--- src/hw/scmc_pkg.sv ---
package scmc_pkg;

  // ----------------------------------------------------------------
  // Register map (word addresses on the plain register port)
  // ----------------------------------------------------------------
  localparam int SCMC_AW = 4;
  localparam int SCMC_DW = 16;
  localparam logic [3:0] SCMC_PROTECT_ADDR = 4'h0;
  localparam logic [3:0] SCMC_SCLK_ADDR = 4'h1;
  localparam logic [3:0] SCMC_OSC_ADDR = 4'h2;
  localparam logic [3:0] SCMC_STOPDET_ADDR = 4'h3;
  localparam logic [3:0] SCMC_FLAG_ADDR = 4'h4;
  localparam logic [3:0] SCMC_IEN_ADDR = 4'h5;
  localparam logic [3:0] SCMC_MODE_ADDR = 4'h6;
  localparam logic [15:0] SCMC_PROTECT_KEY = 16'h0096;

  // ----------------------------------------------------------------
  // Field positions
  // ----------------------------------------------------------------
  localparam int SCMC_WAKE_EN_BIT = 15;
  localparam int SCMC_WDIV_LSB = 12;
  localparam int SCMC_WSRC_LSB = 8;
  localparam int SCMC_DIV_LSB = 4;
  localparam int SCMC_SRC_LSB = 0;
  localparam int SCMC_SLPC_LSB = 8;
  localparam int SCMC_EN_LSB = 0;
  localparam int SCMC_RESTART_BIT = 14;
  localparam int SCMC_DETECT_BIT = 13;
  localparam int SCMC_STOP_FLAG = 5;
  localparam int SCMC_TRIM_FLAG = 4;
  localparam int SCMC_HS_FLAG = 2;
  localparam int SCMC_LS_FLAG = 1;
  localparam int SCMC_INT_FLAG = 0;
  localparam int SCMC_MODE_SRC_LSB = 4;
  localparam int SCMC_MODE_SHIFT_LSB = 8;
  localparam logic [5:0] SCMC_FLAG_MASK = 6'h37;

  // ----------------------------------------------------------------
  // Source codes and reset values
  // ----------------------------------------------------------------
  localparam logic [1:0] SCMC_SRC_INT = 2'h0;
  localparam logic [1:0] SCMC_SRC_LOW = 2'h1;
  localparam logic [1:0] SCMC_SRC_HIGH = 2'h2;
  localparam logic [1:0] SCMC_SRC_EXT = 2'h3;
  localparam logic [3:0] SCMC_EN_RST = 4'h1;
  localparam logic [3:0] SCMC_SLPC_RST = 4'hF;
  localparam logic [1:0] SCMC_SEL_RST = 2'h0;
  localparam logic SCMC_RESTART_RST = 1'b1;
  localparam logic SCMC_DETECT_RST = 1'b0;

  // ----------------------------------------------------------------
  // Types
  // ----------------------------------------------------------------
  typedef enum logic [1:0] {
    SCMC_RUN, SCMC_HALT, SCMC_SLEEP, SCMC_DEBUG
  } scmc_mode_e;

  typedef struct packed {
    logic [3:0] addr;
    logic [15:0] wdata;
    logic wr;
    logic rd;
  } scmc_req_s;

  typedef struct packed {
    logic halt_exec;
    logic sleep_exec;
    logic periph_irq;
    logic wdt_nmi;
    logic dbg_irq;
    logic reset_req;
    logic retd_exec;
  } scmc_event_s;

  typedef struct packed {
    logic protect_open;
    logic wake_en;
    logic [1:0] wake_div;
    logic [1:0] wake_src;
    logic [1:0] act_div;
    logic [1:0] act_src;
    logic [3:0] slpc;
    logic [3:0] src_en;
    logic restart_en;
    logic detect_en;
    logic [5:0] flags;
    logic [5:0] ien;
    scmc_mode_e mode;
    logic [1:0] run_src;
    logic [2:0] run_shift;
    logic [3:0] osc_run;
    logic [3:0] stable_q;
    logic stop_q;
    logic restart_pulse;
    logic cpu_stop;
    logic irq;
    logic [15:0] rdata;
  } scmc_state_s;

endpackage

--- src/hw/scmc_top.sv ---
// The implementer's own choices: the register addresses and the strobed register port.
`timescale 1ns/1ps
module scmc_top
  import scmc_pkg::*;
(
  // Clock and reset
  input wire logic clock,
  input wire logic rst,
  // Register port
  input wire scmc_req_s req,
  output logic [15:0] rdata,
  // CPU events
  input wire scmc_event_s cpu_evt,
  // Oscillator status: stable levels, stop detector, trim done pulse
  input wire logic [3:0] osc_stable,
  input wire logic low_stop_det,
  input wire logic trim_done,
  // Clock controls
  output logic [3:0] osc_run,
  output logic low_restart,
  output logic [1:0] sys_src,
  output logic [2:0] sys_div_shift,
  // Mode and interrupt
  output scmc_mode_e mode,
  output logic cpu_stop,
  output logic irq
);

  // ----------------------------------------------------------------
  // Divider decode
  // ----------------------------------------------------------------
  // Ratio as a power of two; reserved combinations fall back to 1/1
  function automatic logic [2:0] div_shift(input logic [1:0] src,
                                           input logic [1:0] div);
    logic [2:0] s;
    s = 3'h0;
    case (src)
      SCMC_SRC_INT: s = {1'b0, div};
      SCMC_SRC_HIGH: begin
        if (div[1]) begin
          s = {1'b0, div} + 3'h1;
        end else begin
          s = {1'b0, div};
        end
      end
      SCMC_SRC_LOW: s = (div == 2'h1) ? 3'h1 : 3'h0;
      default: s = 3'h0;
    endcase
    return s;
  endfunction

  // ----------------------------------------------------------------
  // State
  // ----------------------------------------------------------------
  scmc_state_s st_ff;
  scmc_state_s nxt_st;

  logic wr_sclk;
  logic wr_osc;
  logic wr_stopdet;
  logic wr_flag;
  logic wr_ien;
  logic wake_evt;
  logic waking;
  logic stop_evt;
  logic [5:0] set_flags;
  logic [3:0] stable_rise;
  logic [3:0] sleep_keep;
  logic [3:0] src_onehot;

  // Decode strokes; protected targets also need the open key
  assign wr_sclk = req.wr && req.addr == SCMC_SCLK_ADDR
                   && st_ff.protect_open;
  assign wr_stopdet = req.wr && req.addr == SCMC_STOPDET_ADDR
                      && st_ff.protect_open;
  assign wr_osc = req.wr && req.addr == SCMC_OSC_ADDR;
  assign wr_flag = req.wr && req.addr == SCMC_FLAG_ADDR;
  assign wr_ien = req.wr && req.addr == SCMC_IEN_ADDR;

  // Any cancel source ends HALT or SLEEP, accepted or not
  assign wake_evt = cpu_evt.periph_irq || cpu_evt.wdt_nmi
                    || cpu_evt.dbg_irq || cpu_evt.reset_req;
  assign waking = st_ff.mode == SCMC_SLEEP && wake_evt;
  assign stable_rise = osc_stable & ~st_ff.stable_q & st_ff.osc_run;
  assign stop_evt = low_stop_det && !st_ff.stop_q && st_ff.detect_en;
  assign sleep_keep = st_ff.src_en & ~st_ff.slpc;

  // ----------------------------------------------------------------
  // Next-state logic
  // ----------------------------------------------------------------
  always_comb begin
    nxt_st = st_ff;
    src_onehot = 4'h0;
    set_flags = 6'h0;

    // Key register: only the exact key opens the protected fields
    if (req.wr && req.addr == SCMC_PROTECT_ADDR) begin
      nxt_st.protect_open = req.wdata == SCMC_PROTECT_KEY;
    end

    // System clock select register
    if (wr_sclk) begin
      nxt_st.wake_en = req.wdata[SCMC_WAKE_EN_BIT];
      nxt_st.wake_div = req.wdata[SCMC_WDIV_LSB +: 2];
      nxt_st.wake_src = req.wdata[SCMC_WSRC_LSB +: 2];
      nxt_st.act_div = req.wdata[SCMC_DIV_LSB +: 2];
      nxt_st.act_src = req.wdata[SCMC_SRC_LSB +: 2];
    end

    // Oscillator enable and stop-in-sleep register
    if (wr_osc) begin
      nxt_st.slpc = req.wdata[SCMC_SLPC_LSB +: 4];
      nxt_st.src_en = req.wdata[SCMC_EN_LSB +: 4];
      if (st_ff.src_en[SCMC_SRC_LOW] && !req.wdata[SCMC_SRC_LOW]) begin
        set_flags[SCMC_STOP_FLAG] = 1'b1;
      end
    end

    // Stop supervision register
    if (wr_stopdet) begin
      nxt_st.restart_en = req.wdata[SCMC_RESTART_BIT];
      nxt_st.detect_en = req.wdata[SCMC_DETECT_BIT];
      if (st_ff.detect_en && !req.wdata[SCMC_DETECT_BIT]) begin
        set_flags[SCMC_STOP_FLAG] = 1'b1;
      end
    end

    // A selected source must run, so selecting one starts it
    src_onehot[nxt_st.act_src] = 1'b1;
    nxt_st.src_en = nxt_st.src_en | src_onehot;

    if (wr_ien) begin
      nxt_st.ien = req.wdata[5:0] & SCMC_FLAG_MASK;
    end

    // Operating mode; debug entry outranks every other event
    case (st_ff.mode)
      SCMC_RUN: begin
        if (cpu_evt.dbg_irq) begin
          nxt_st.mode = SCMC_DEBUG;
        end else if (cpu_evt.sleep_exec) begin
          nxt_st.mode = SCMC_SLEEP;
        end else if (cpu_evt.halt_exec) begin
          nxt_st.mode = SCMC_HALT;
        end
      end
      SCMC_HALT, SCMC_SLEEP: begin
        if (cpu_evt.dbg_irq) begin
          nxt_st.mode = SCMC_DEBUG;
        end else if (wake_evt) begin
          nxt_st.mode = SCMC_RUN;
        end
      end
      SCMC_DEBUG: begin
        if (cpu_evt.retd_exec) begin
          nxt_st.mode = SCMC_RUN;
        end
      end
      default: nxt_st.mode = SCMC_RUN;
    endcase

    // Stop line is registered so the CPU never sees a decode glitch
    nxt_st.cpu_stop = nxt_st.mode != SCMC_RUN;

    // Wake switching overrides software writes in the same cycle
    if (waking && st_ff.wake_en) begin
      nxt_st.act_src = st_ff.wake_src;
      nxt_st.act_div = st_ff.wake_div;
      src_onehot = 4'h0;
      src_onehot[st_ff.wake_src] = 1'b1;
      nxt_st.src_en = sleep_keep | src_onehot;
    end

    // Stop detector edge; restart keeps the enable and pulses the core
    nxt_st.restart_pulse = stop_evt && st_ff.restart_en;
    if (stop_evt) begin
      set_flags[SCMC_STOP_FLAG] = 1'b1;
    end
    set_flags[SCMC_INT_FLAG] = stable_rise[SCMC_SRC_INT];
    set_flags[SCMC_LS_FLAG] = stable_rise[SCMC_SRC_LOW];
    set_flags[SCMC_HS_FLAG] = stable_rise[SCMC_SRC_HIGH];
    set_flags[SCMC_TRIM_FLAG] = trim_done;

    // Write-one clears, but a same-cycle set wins
    nxt_st.flags = st_ff.flags;
    if (wr_flag) begin
      nxt_st.flags = st_ff.flags & ~req.wdata[5:0];
    end
    nxt_st.flags = (nxt_st.flags | set_flags) & SCMC_FLAG_MASK;
    nxt_st.irq = |(nxt_st.flags & nxt_st.ien);

    // Sleep gates only sources marked stop-in-sleep; halt gates none
    if (nxt_st.mode == SCMC_SLEEP) begin
      nxt_st.osc_run = nxt_st.src_en & ~nxt_st.slpc;
    end else begin
      nxt_st.osc_run = nxt_st.src_en;
    end

    // Switch only onto a running, stable source to avoid runt pulses
    if (st_ff.osc_run[st_ff.act_src] && osc_stable[st_ff.act_src]) begin
      nxt_st.run_src = st_ff.act_src;
      nxt_st.run_shift = div_shift(st_ff.act_src, st_ff.act_div);
    end

    nxt_st.stable_q = osc_stable;
    nxt_st.stop_q = low_stop_det;

    // Read data, held for exactly the cycle after the strobe
    nxt_st.rdata = 16'h0000;
    if (req.rd) begin
      case (req.addr)
        SCMC_SCLK_ADDR: begin
          nxt_st.rdata[SCMC_WAKE_EN_BIT] = st_ff.wake_en;
          nxt_st.rdata[SCMC_WDIV_LSB +: 2] = st_ff.wake_div;
          nxt_st.rdata[SCMC_WSRC_LSB +: 2] = st_ff.wake_src;
          nxt_st.rdata[SCMC_DIV_LSB +: 2] = st_ff.act_div;
          nxt_st.rdata[SCMC_SRC_LSB +: 2] = st_ff.act_src;
        end
        SCMC_OSC_ADDR: begin
          nxt_st.rdata[SCMC_SLPC_LSB +: 4] = st_ff.slpc;
          nxt_st.rdata[SCMC_EN_LSB +: 4] = st_ff.src_en;
        end
        SCMC_STOPDET_ADDR: begin
          nxt_st.rdata[SCMC_RESTART_BIT] = st_ff.restart_en;
          nxt_st.rdata[SCMC_DETECT_BIT] = st_ff.detect_en;
        end
        SCMC_FLAG_ADDR: nxt_st.rdata[5:0] = st_ff.flags;
        SCMC_IEN_ADDR: nxt_st.rdata[5:0] = st_ff.ien;
        SCMC_MODE_ADDR: begin
          nxt_st.rdata[1:0] = st_ff.mode;
          nxt_st.rdata[SCMC_MODE_SRC_LSB +: 2] = st_ff.run_src;
          nxt_st.rdata[SCMC_MODE_SHIFT_LSB +: 3] = st_ff.run_shift;
        end
        default: nxt_st.rdata = 16'h0000;
      endcase
    end
  end

  // ----------------------------------------------------------------
  // State register
  // ----------------------------------------------------------------
  // Reset boots in RUN on the internal oscillator
  always_ff @(posedge clock) begin
    if (rst) begin
      st_ff <= '0;
      st_ff.mode <= SCMC_RUN;
      st_ff.act_src <= SCMC_SEL_RST;
      st_ff.act_div <= SCMC_SEL_RST;
      st_ff.wake_src <= SCMC_SEL_RST;
      st_ff.wake_div <= SCMC_SEL_RST;
      st_ff.run_src <= SCMC_SRC_INT;
      st_ff.slpc <= SCMC_SLPC_RST;
      st_ff.src_en <= SCMC_EN_RST;
      st_ff.osc_run <= SCMC_EN_RST;
      st_ff.restart_en <= SCMC_RESTART_RST;
      st_ff.detect_en <= SCMC_DETECT_RST;
    end else begin
      st_ff <= nxt_st;
    end
  end

  // Outputs come straight from the state register
  assign rdata = st_ff.rdata;
  assign osc_run = st_ff.osc_run;
  assign low_restart = st_ff.restart_pulse;
  assign sys_src = st_ff.run_src;
  assign sys_div_shift = st_ff.run_shift;
  assign mode = st_ff.mode;
  assign cpu_stop = st_ff.cpu_stop;
  assign irq = st_ff.irq;
endmodule

--- config.mk ---
export PLATFORM = sky130hd
export DESIGN_NAME = scmc_top
export DESIGN_NICKNAME = d
export VERILOG_FILES = /design/src/hw/scmc_pkg.sv /design/src/hw/scmc_top.sv
export SDC_FILE = /design/constraint.sdc
export NUM_CORES = 1
export LEC_CHECK = 0
export BUFFER_PORTS_ARGS = -buffer_cell sky130_fd_sc_hd__buf_2
export CORE_MARGIN = 2
export CORE_UTILIZATION = 30
export DETAILED_ROUTE_END_ITERATION = 7
export PLACE_DENSITY = 0.6
export REMOVE_ABC_BUFFERS = 1
export SLEW_MARGIN = 30
export SYNTH_ARGS = -nofsm -noshare
export SYNTH_HDL_FRONTEND = slang
export SYNTH_SLANG_ARGS = --single-unit
--- constraint.sdc ---
create_clock -name clock -period 1.6 [get_ports clock]
set_input_delay 0.08 -clock clock [delete_from_list [all_inputs] [get_ports clock]]
set_output_delay 0.08 -clock clock [all_outputs]
set_load 0.01 [all_outputs]
[After elaboration in Yosys (flattened, before gate mapping)]
Index checks and enable logic that the tools add are counted.
Storage, ports and cells
  register bits after elaboration: 66
  bits of input ports: 37
  output and inout bits: 30
  logic and storage cells: 135
Cells by class
  $add $sub $neg: 1
  magnitude comparators: 5
  equality and inequality tests: 14
  multiplexer cells: 36
  bitwise gates (word level): 17
  reduce and logical (&&, ||, !) cells: 35
Operator list (number)
  logical AND 1 bit: 18
  one-hot mux 2 bit (3 select lines): 3
  equality test 16 x 8 -> 1 bit, second input constant: 1
  bitwise AND 6 bit: 2
  equality test 4 x 3 -> 1 bit, second input constant: 3
  2-to-1 mux 2 bit: 6
  2-to-1 mux 4 bit: 3
  2-to-1 mux 6 bit: 2
  2-to-1 mux 1 bit: 10
  one-hot mux 2 bit (5 select lines): 1
  less-than comparator 2 x 3 -> 1 bit, second input constant: 3
  2-to-1 mux 9 bit: 1
  one-hot mux 3 bit (3 select lines): 1
  OR reduction 3 bit: 3
  bitwise AND 4 bit: 2
  equality test 2 bit, second input constant: 4
  equality test 4 x 2 -> 1 bit, second input constant: 2
  2-to-1 mux 8 bit: 1
  NOT 4 bit: 2
  OR 4 bit: 2
  one-hot mux 2 bit (4 select lines): 1
  bitwise AND 3 bit: 2
  equality test 2 x 1 -> 1 bit, second input constant: 3
  NOT 6 bit: 1
  17 further kinds: 31

[Depth between registers and ports, before layout]
  depth after elaboration: 12
  mapped depth: 8
  gate-level depth less buffers: 7

[Worst setup path after synthesis]
OpenSTA, ideal clock, no wires.
  path type: register to register
  start: reg, netlist name mode[1]
  end: reg, netlist name osc_run[0]
  setup time: 0.122 ns
  arrival: 1.573 ns
  required time: 1.478 ns
  setup slack: -0.094 ns
  stages on the path, launching flop included: 8
  buffers on the path: 0
  clock period less this slack: 1.694 ns
  path through: dfxtp_1 inv_1 ha_1 nand2_1 a2bb2oi_1 a2bb2oi_1 nand3_1 o311a_1
Between the ends
  cells in the longest elaborated chain, start to end: 6
  elaborated cells between the ends (all ways): 18
  classes of those cells: 4 x eq/ne; 9 x mux; 1 x bitwise; 4 x reduce/logical
Ends and longest elaborated chain
  2-to-1 mux 2 bit or equality test 2 bit (tied branches): line scmc_top.sv:143, scmc_top.sv:83, scmc_top.sv:137
  2-to-1 mux 2 bit or logical AND 1 bit (tied branches): line scmc_top.sv:141, scmc_top.sv:83
  2-to-1 mux 2 bit or logical AND 1 bit (tied branches): line scmc_top.sv:139, scmc_top.sv:166
  one-hot mux 2 bit (3 select lines) or 2-to-1 mux 4 bit (tied branches): line scmc_top.sv:137, scmc_top.sv:166
  equality test 2 bit or bitwise AND 4 bit (tied branches): line scmc_top.sv:193, scmc_top.sv:194
  2-to-1 mux 4 bit *: line scmc_top.sv:193  | if (nxt_st.mode == SCMC_SLEEP) begin
Every way passes the cells marked *; elsewhere a longest branch is shown, timed or not.
A chain may end at the register's enable or synchronous reset.

[Final worst setup path]
  start: reg, netlist name mode[1]
  end: reg, netlist name osc_run[2]
Between the ends
  cells in the longest elaborated chain, start to end: 6
  elaborated cells between the ends (all ways): 18
  classes of those cells: 4 x eq/ne; 9 x mux; 1 x bitwise; 4 x reduce/logical
Ends and longest elaborated chain (line)
  2-to-1 mux 2 bit or equality test 2 bit (tied branches): scmc_top.sv:143, scmc_top.sv:83, scmc_top.sv:137
  2-to-1 mux 2 bit or logical AND 1 bit (tied branches): scmc_top.sv:141, scmc_top.sv:83
  2-to-1 mux 2 bit or logical AND 1 bit (tied branches): scmc_top.sv:139, scmc_top.sv:166
  one-hot mux 2 bit (3 select lines) or 2-to-1 mux 4 bit (tied branches): scmc_top.sv:137, scmc_top.sv:166
  equality test 2 bit or bitwise AND 4 bit (tied branches): scmc_top.sv:193, scmc_top.sv:194
  2-to-1 mux 4 bit *: scmc_top.sv:193
Marks and branches as above.

==> impl_summary.txt <==
----------------------------------------------------
[Run status]
  Result of the run ... complete, no violations

[Layout]
  Most common cell after layout, fill and taps aside ... buf_2
  Nets@finish ... roughly 520
  Area of all placed cells without fillers ... 4220 sq um
  Number of antenna repair diodes ... 0
  Share of layout cells above drive strength 1 ... 33.9%
  Commonest cells after routing, fill and taps aside ... buf_2 (64), dfxtp_1 (60), buf_4 (54)
  Area growth from synthesis to layout ... 33.3%

[Route]
  DR WL/cell ... 16.0 um
  Metal3 WL ... 619 um
  WL final ... between 9000 and 10000 um
  Detailed-routed wire length on met2 ... a little under 5000 um
  Initial detailed-routing violation count ... about 300
  Routed vias ... 3108
  Number of nets with antenna violations after detailed routing ... 0
  Uppermost signal routing layer after detailed routing ... met4
  Total routed wire length on the met1 layer ... a little over 4000 um
  Length of the first detailed-routing pass in iterations ... 5
  Vias per std cell ... 5.06
  Number of design rule violations left after detail routing ... 0

[Power]
  Pwr per Cell Area ... 1100 nW/um^2
  Leakage dissipation ... 1.87 nW
  Relative contribution of the clock network to total power ... 35.7%
  Cell internal power dissipation ... 3.36 mW
  Maximum vdd ir drop ... 0.000604 V
  Switching power summed over all nets ... 1.30 mW
  Fraction of power consumed by sequential logic ... 35.9%
  Logic pwr share ... between 20 and 30%
  Fraction of power spent switching nets ... 27.9%

[STA]
  Fmax achieved ... ~640 MHz
  Min cycle time layout ... 1.57 ns
  Number of hold-slack violations in the final timing report ... 0
  Max-slew violations ... 0
  Endpoints failing setup ... 0
  RSZ-0062 raised after global routing ... yes
  Final Worst Setup Slack ... 0.0289 ns
  Post-route fraction of the period consumed by the critical path ... about 98%
  Worst-case clock skew ... 0.0151 ns

[Global routing]
  Number of global-route vias before repair ... 3060
  Combined global-route utilization of all metal layers ... between 15 and 20%
  Pin count of the biggest net entering global routing ... 24
  Sum of overflow across all layers after global routing ... 0
  Global-route wire length before repair ... 15300 um
  Number of antenna violations at the first check in global routing ... 0

[Synthesis]
  Share of the synthesized area in the top cell type ... 39.2%
  Seq/Total Area, Yosys ... 39.2%
  Cell type with the highest aggregate area in the netlist ... dfxtp_1
  Cells after synthesis ... 377
  Flip-flop and latch count after synthesis ... 62
  Mapped cell area ... 3170 sq um
  Top cells by area in the synthesized netlist ... dfxtp_1 (39%), buf_4 (7.3%), nand2_1 (5.1%)
  Number of distinct library cells after synthesis ... 58
  Number of synthesized flops with an enable pin ... 0
  Syn Area/Cell ... between 8 and 9 sq um
  Share of flip-flops with an asynchronous set or reset ... 0%
  Count of warnings emitted by yosys ... 0
  Leading register cell type out of synthesis ... dfxtp_1

[Floorplan]
  Number of rows created at floorplan ... 37
  Die height ... 107 um
  Starting density of the core ... around 31%
  Die area ... approximately 11000 sq um
  Horizontal die dimension ... 107 um
  Number of ports placed on the die boundary ... between 60 and 70
  Core outline area ... 10300 sq um

[Min path]
  Hold Path Depth ... 3
  Hold wc startpoint ... req[15]
  Worst min path class ... in -> reg

[Setup path]
  Crit Path Max Fanout ... 3
  Number of cells on the worst reg-to-reg path ... 8
  Worst reg2reg startpoint ... mode[1]$_SDFF_PP0_
  Worst reg2reg setup slack ... 0.03 ns
  Critical Path End Type ... register
  End point of the critical path ... osc_run[2]$_SDFF_PP0_
  Critical Path Start Type ... register
  Endpoint required time on the critical path ... 1.84 ns
  Critical path startpoint ... mode[1]$_SDFF_PP0_
  Worst endpoint data arrival time ... 1.81 ns
  Capture point of the worst reg-to-reg path ... osc_run[2]$_SDFF_PP0_
  Crit path kind ... reg -> reg

[Clock tree]
  Maximum count of clock buffers along a single path ... 2
  Worst-Skew Late Latency ... 0.35 ns
  Clock transition at the register clock pins on the worst setup and hold paths after CTS ... 0.07 ns
  Maximum level of the CTS H-tree ... 3
  Number of buffers created by CTS ... 9
  Root buffer selected by CTS ... clkbuf_8
  Number of clock sinks ... a little over 60
  TritonCTS clock tree ... done

[Placed design]
  Post-placement cell area ... approximately 3800 sq um
  Input/output buffers ... 64
  Final weighted congestion in routability-driven placement ... 0.904
  Place WS ... -0.219 ns
  Post-detailed-placement half-perimeter wirelength ... 7620 um

[Run]
  Max-cap violations ... 0

----------------------------------------------------
critical path, stage by stage, from the launching register on:
cell	delay, ns
dfxtp_2	0.34
buf_6	0.12
ha_4	0.16
and2_4	0.16
buf_6	0.11
nand4b_1	0.09
o31ai_1	0.07
a31o_1	0.20
o221a_1	0.21
cells by family after synthesis:
group | count (synthesis) | synth area share (%)
and+or+nand+nor | 148 | 23.5
AOI/OAI and AO/OA | 82 | 18.5
buffers and inverters | 62 | 11.3
DFF | 62 | 39.2
muxes | 16 | 5.09
adders and majority gates | 6 | 2.37
other | 1 | 0.118
synth_stat cells, types with 5 or more instances:
library cell and count:
a21oi_1 19, a22oi_1 5, and2_1 5, and3_1 8, buf_2 6, buf_4 31, clkbuf_1 7, dfxtp_1 62
ha_1 6, inv_1 16, mux2i_1 15, nand2_1 43, nand3_1 8, nor2_1 41, nor2b_1 12, nor3_1 7
o21a_1 6, o21ai_0 7, o22ai_1 6
power groups by stage:
stage / clock, mW / combinational [mW] / sequential, mW
finish: 1.66 / 1.33 / 1.67
global route: 1.74 / 1.44 / 1.68
CTS: 1.68 / 1.25 / 1.67
detailed placement: 0 / 0.959 / 1.69
global placement: 0 / 0.933 / 1.69
floorplan: 0 / 0.404 / 1.72
layout make-up:
| class | count | area, sq um |
|---|---|---|
| Multi-Input combinational cell | 254 | 1660 |
| Sequential cell | 62 | 1240 |
| Clock buffer | 12 | 135 |
| Fill cell | 1050 | 6050 |
| Clock inverter | 4 | 95.1 |
| Tap cell | 136 | 170 |
| Inverter | 16 | 62.6 |
| Timing Repair Buffer | 130 | 858 |
per-layer routing:
metal	vias to the layer above	GRT usage, %
li1	1497	-
met1	1467	20.5
met2	115	30.0
met3	29	4.13
met4	0	8.26
met5	-	0
sequential cells by signal (all words and copies together), names as in the netlist, 2 cells and up:
| signal | cells |
|---|---|
| mode | 2 |
| osc_run | 4 |
| rdata | 14 |
| st_ff | 34 |
| sys_div_shift | 3 |
| sys_src | 2 |
worst min-delay path by stage:
stage / end / slack [ns]
floorplan: st_ff[61]$_SDFFE_PP0N_ / 0.15
global placement: st_ff[21]$_SDFF_PP0_ / 0.31
detailed placement: st_ff[20]$_SDFF_PP0_ / 0.32
CTS: st_ff[64]$_SDFFE_PP0N_ / 0.002
global route: st_ff[61]$_SDFFE_PP0N_ / 0.02
finish: st_ff[64]$_SDFFE_PP0N_ / 0.008
timing repair:
item | CTS | global route
buffers inserted | 4 | 1
hold buffers | 9 | 0
setup endpoints to repair | 9 | 8
gates resized for setup | 16 | 13
pin swaps | 5 | 5
hold endpoints to repair | 9 | 0
gates cloned | 0 | 0
per-stage QoR:
| stage | setup TNS, ns | util (%) | power (mW) | std cells | hold slack, ns |
|---|---|---|---|---|---|
| CTS | 0 | 40.7 | 4.59 | 614 | 0.00171 |
| detailed placement | -0.714 | 36.7 | 2.65 | 585 | 0.317 |
| global placement | -0.189 | 36.7 | 2.62 | 585 | 0.312 |
| floorplan | -1.51 | - | 2.12 | 332 | 0.149 |
| global route | -0.0780 | 41.1 | 4.86 | 614 | 0.0235 |
| finish | 0 | 41.1 | 4.66 | 614 | 0.00837 |
Note: power is estimated with default switching activity, not from simulation.
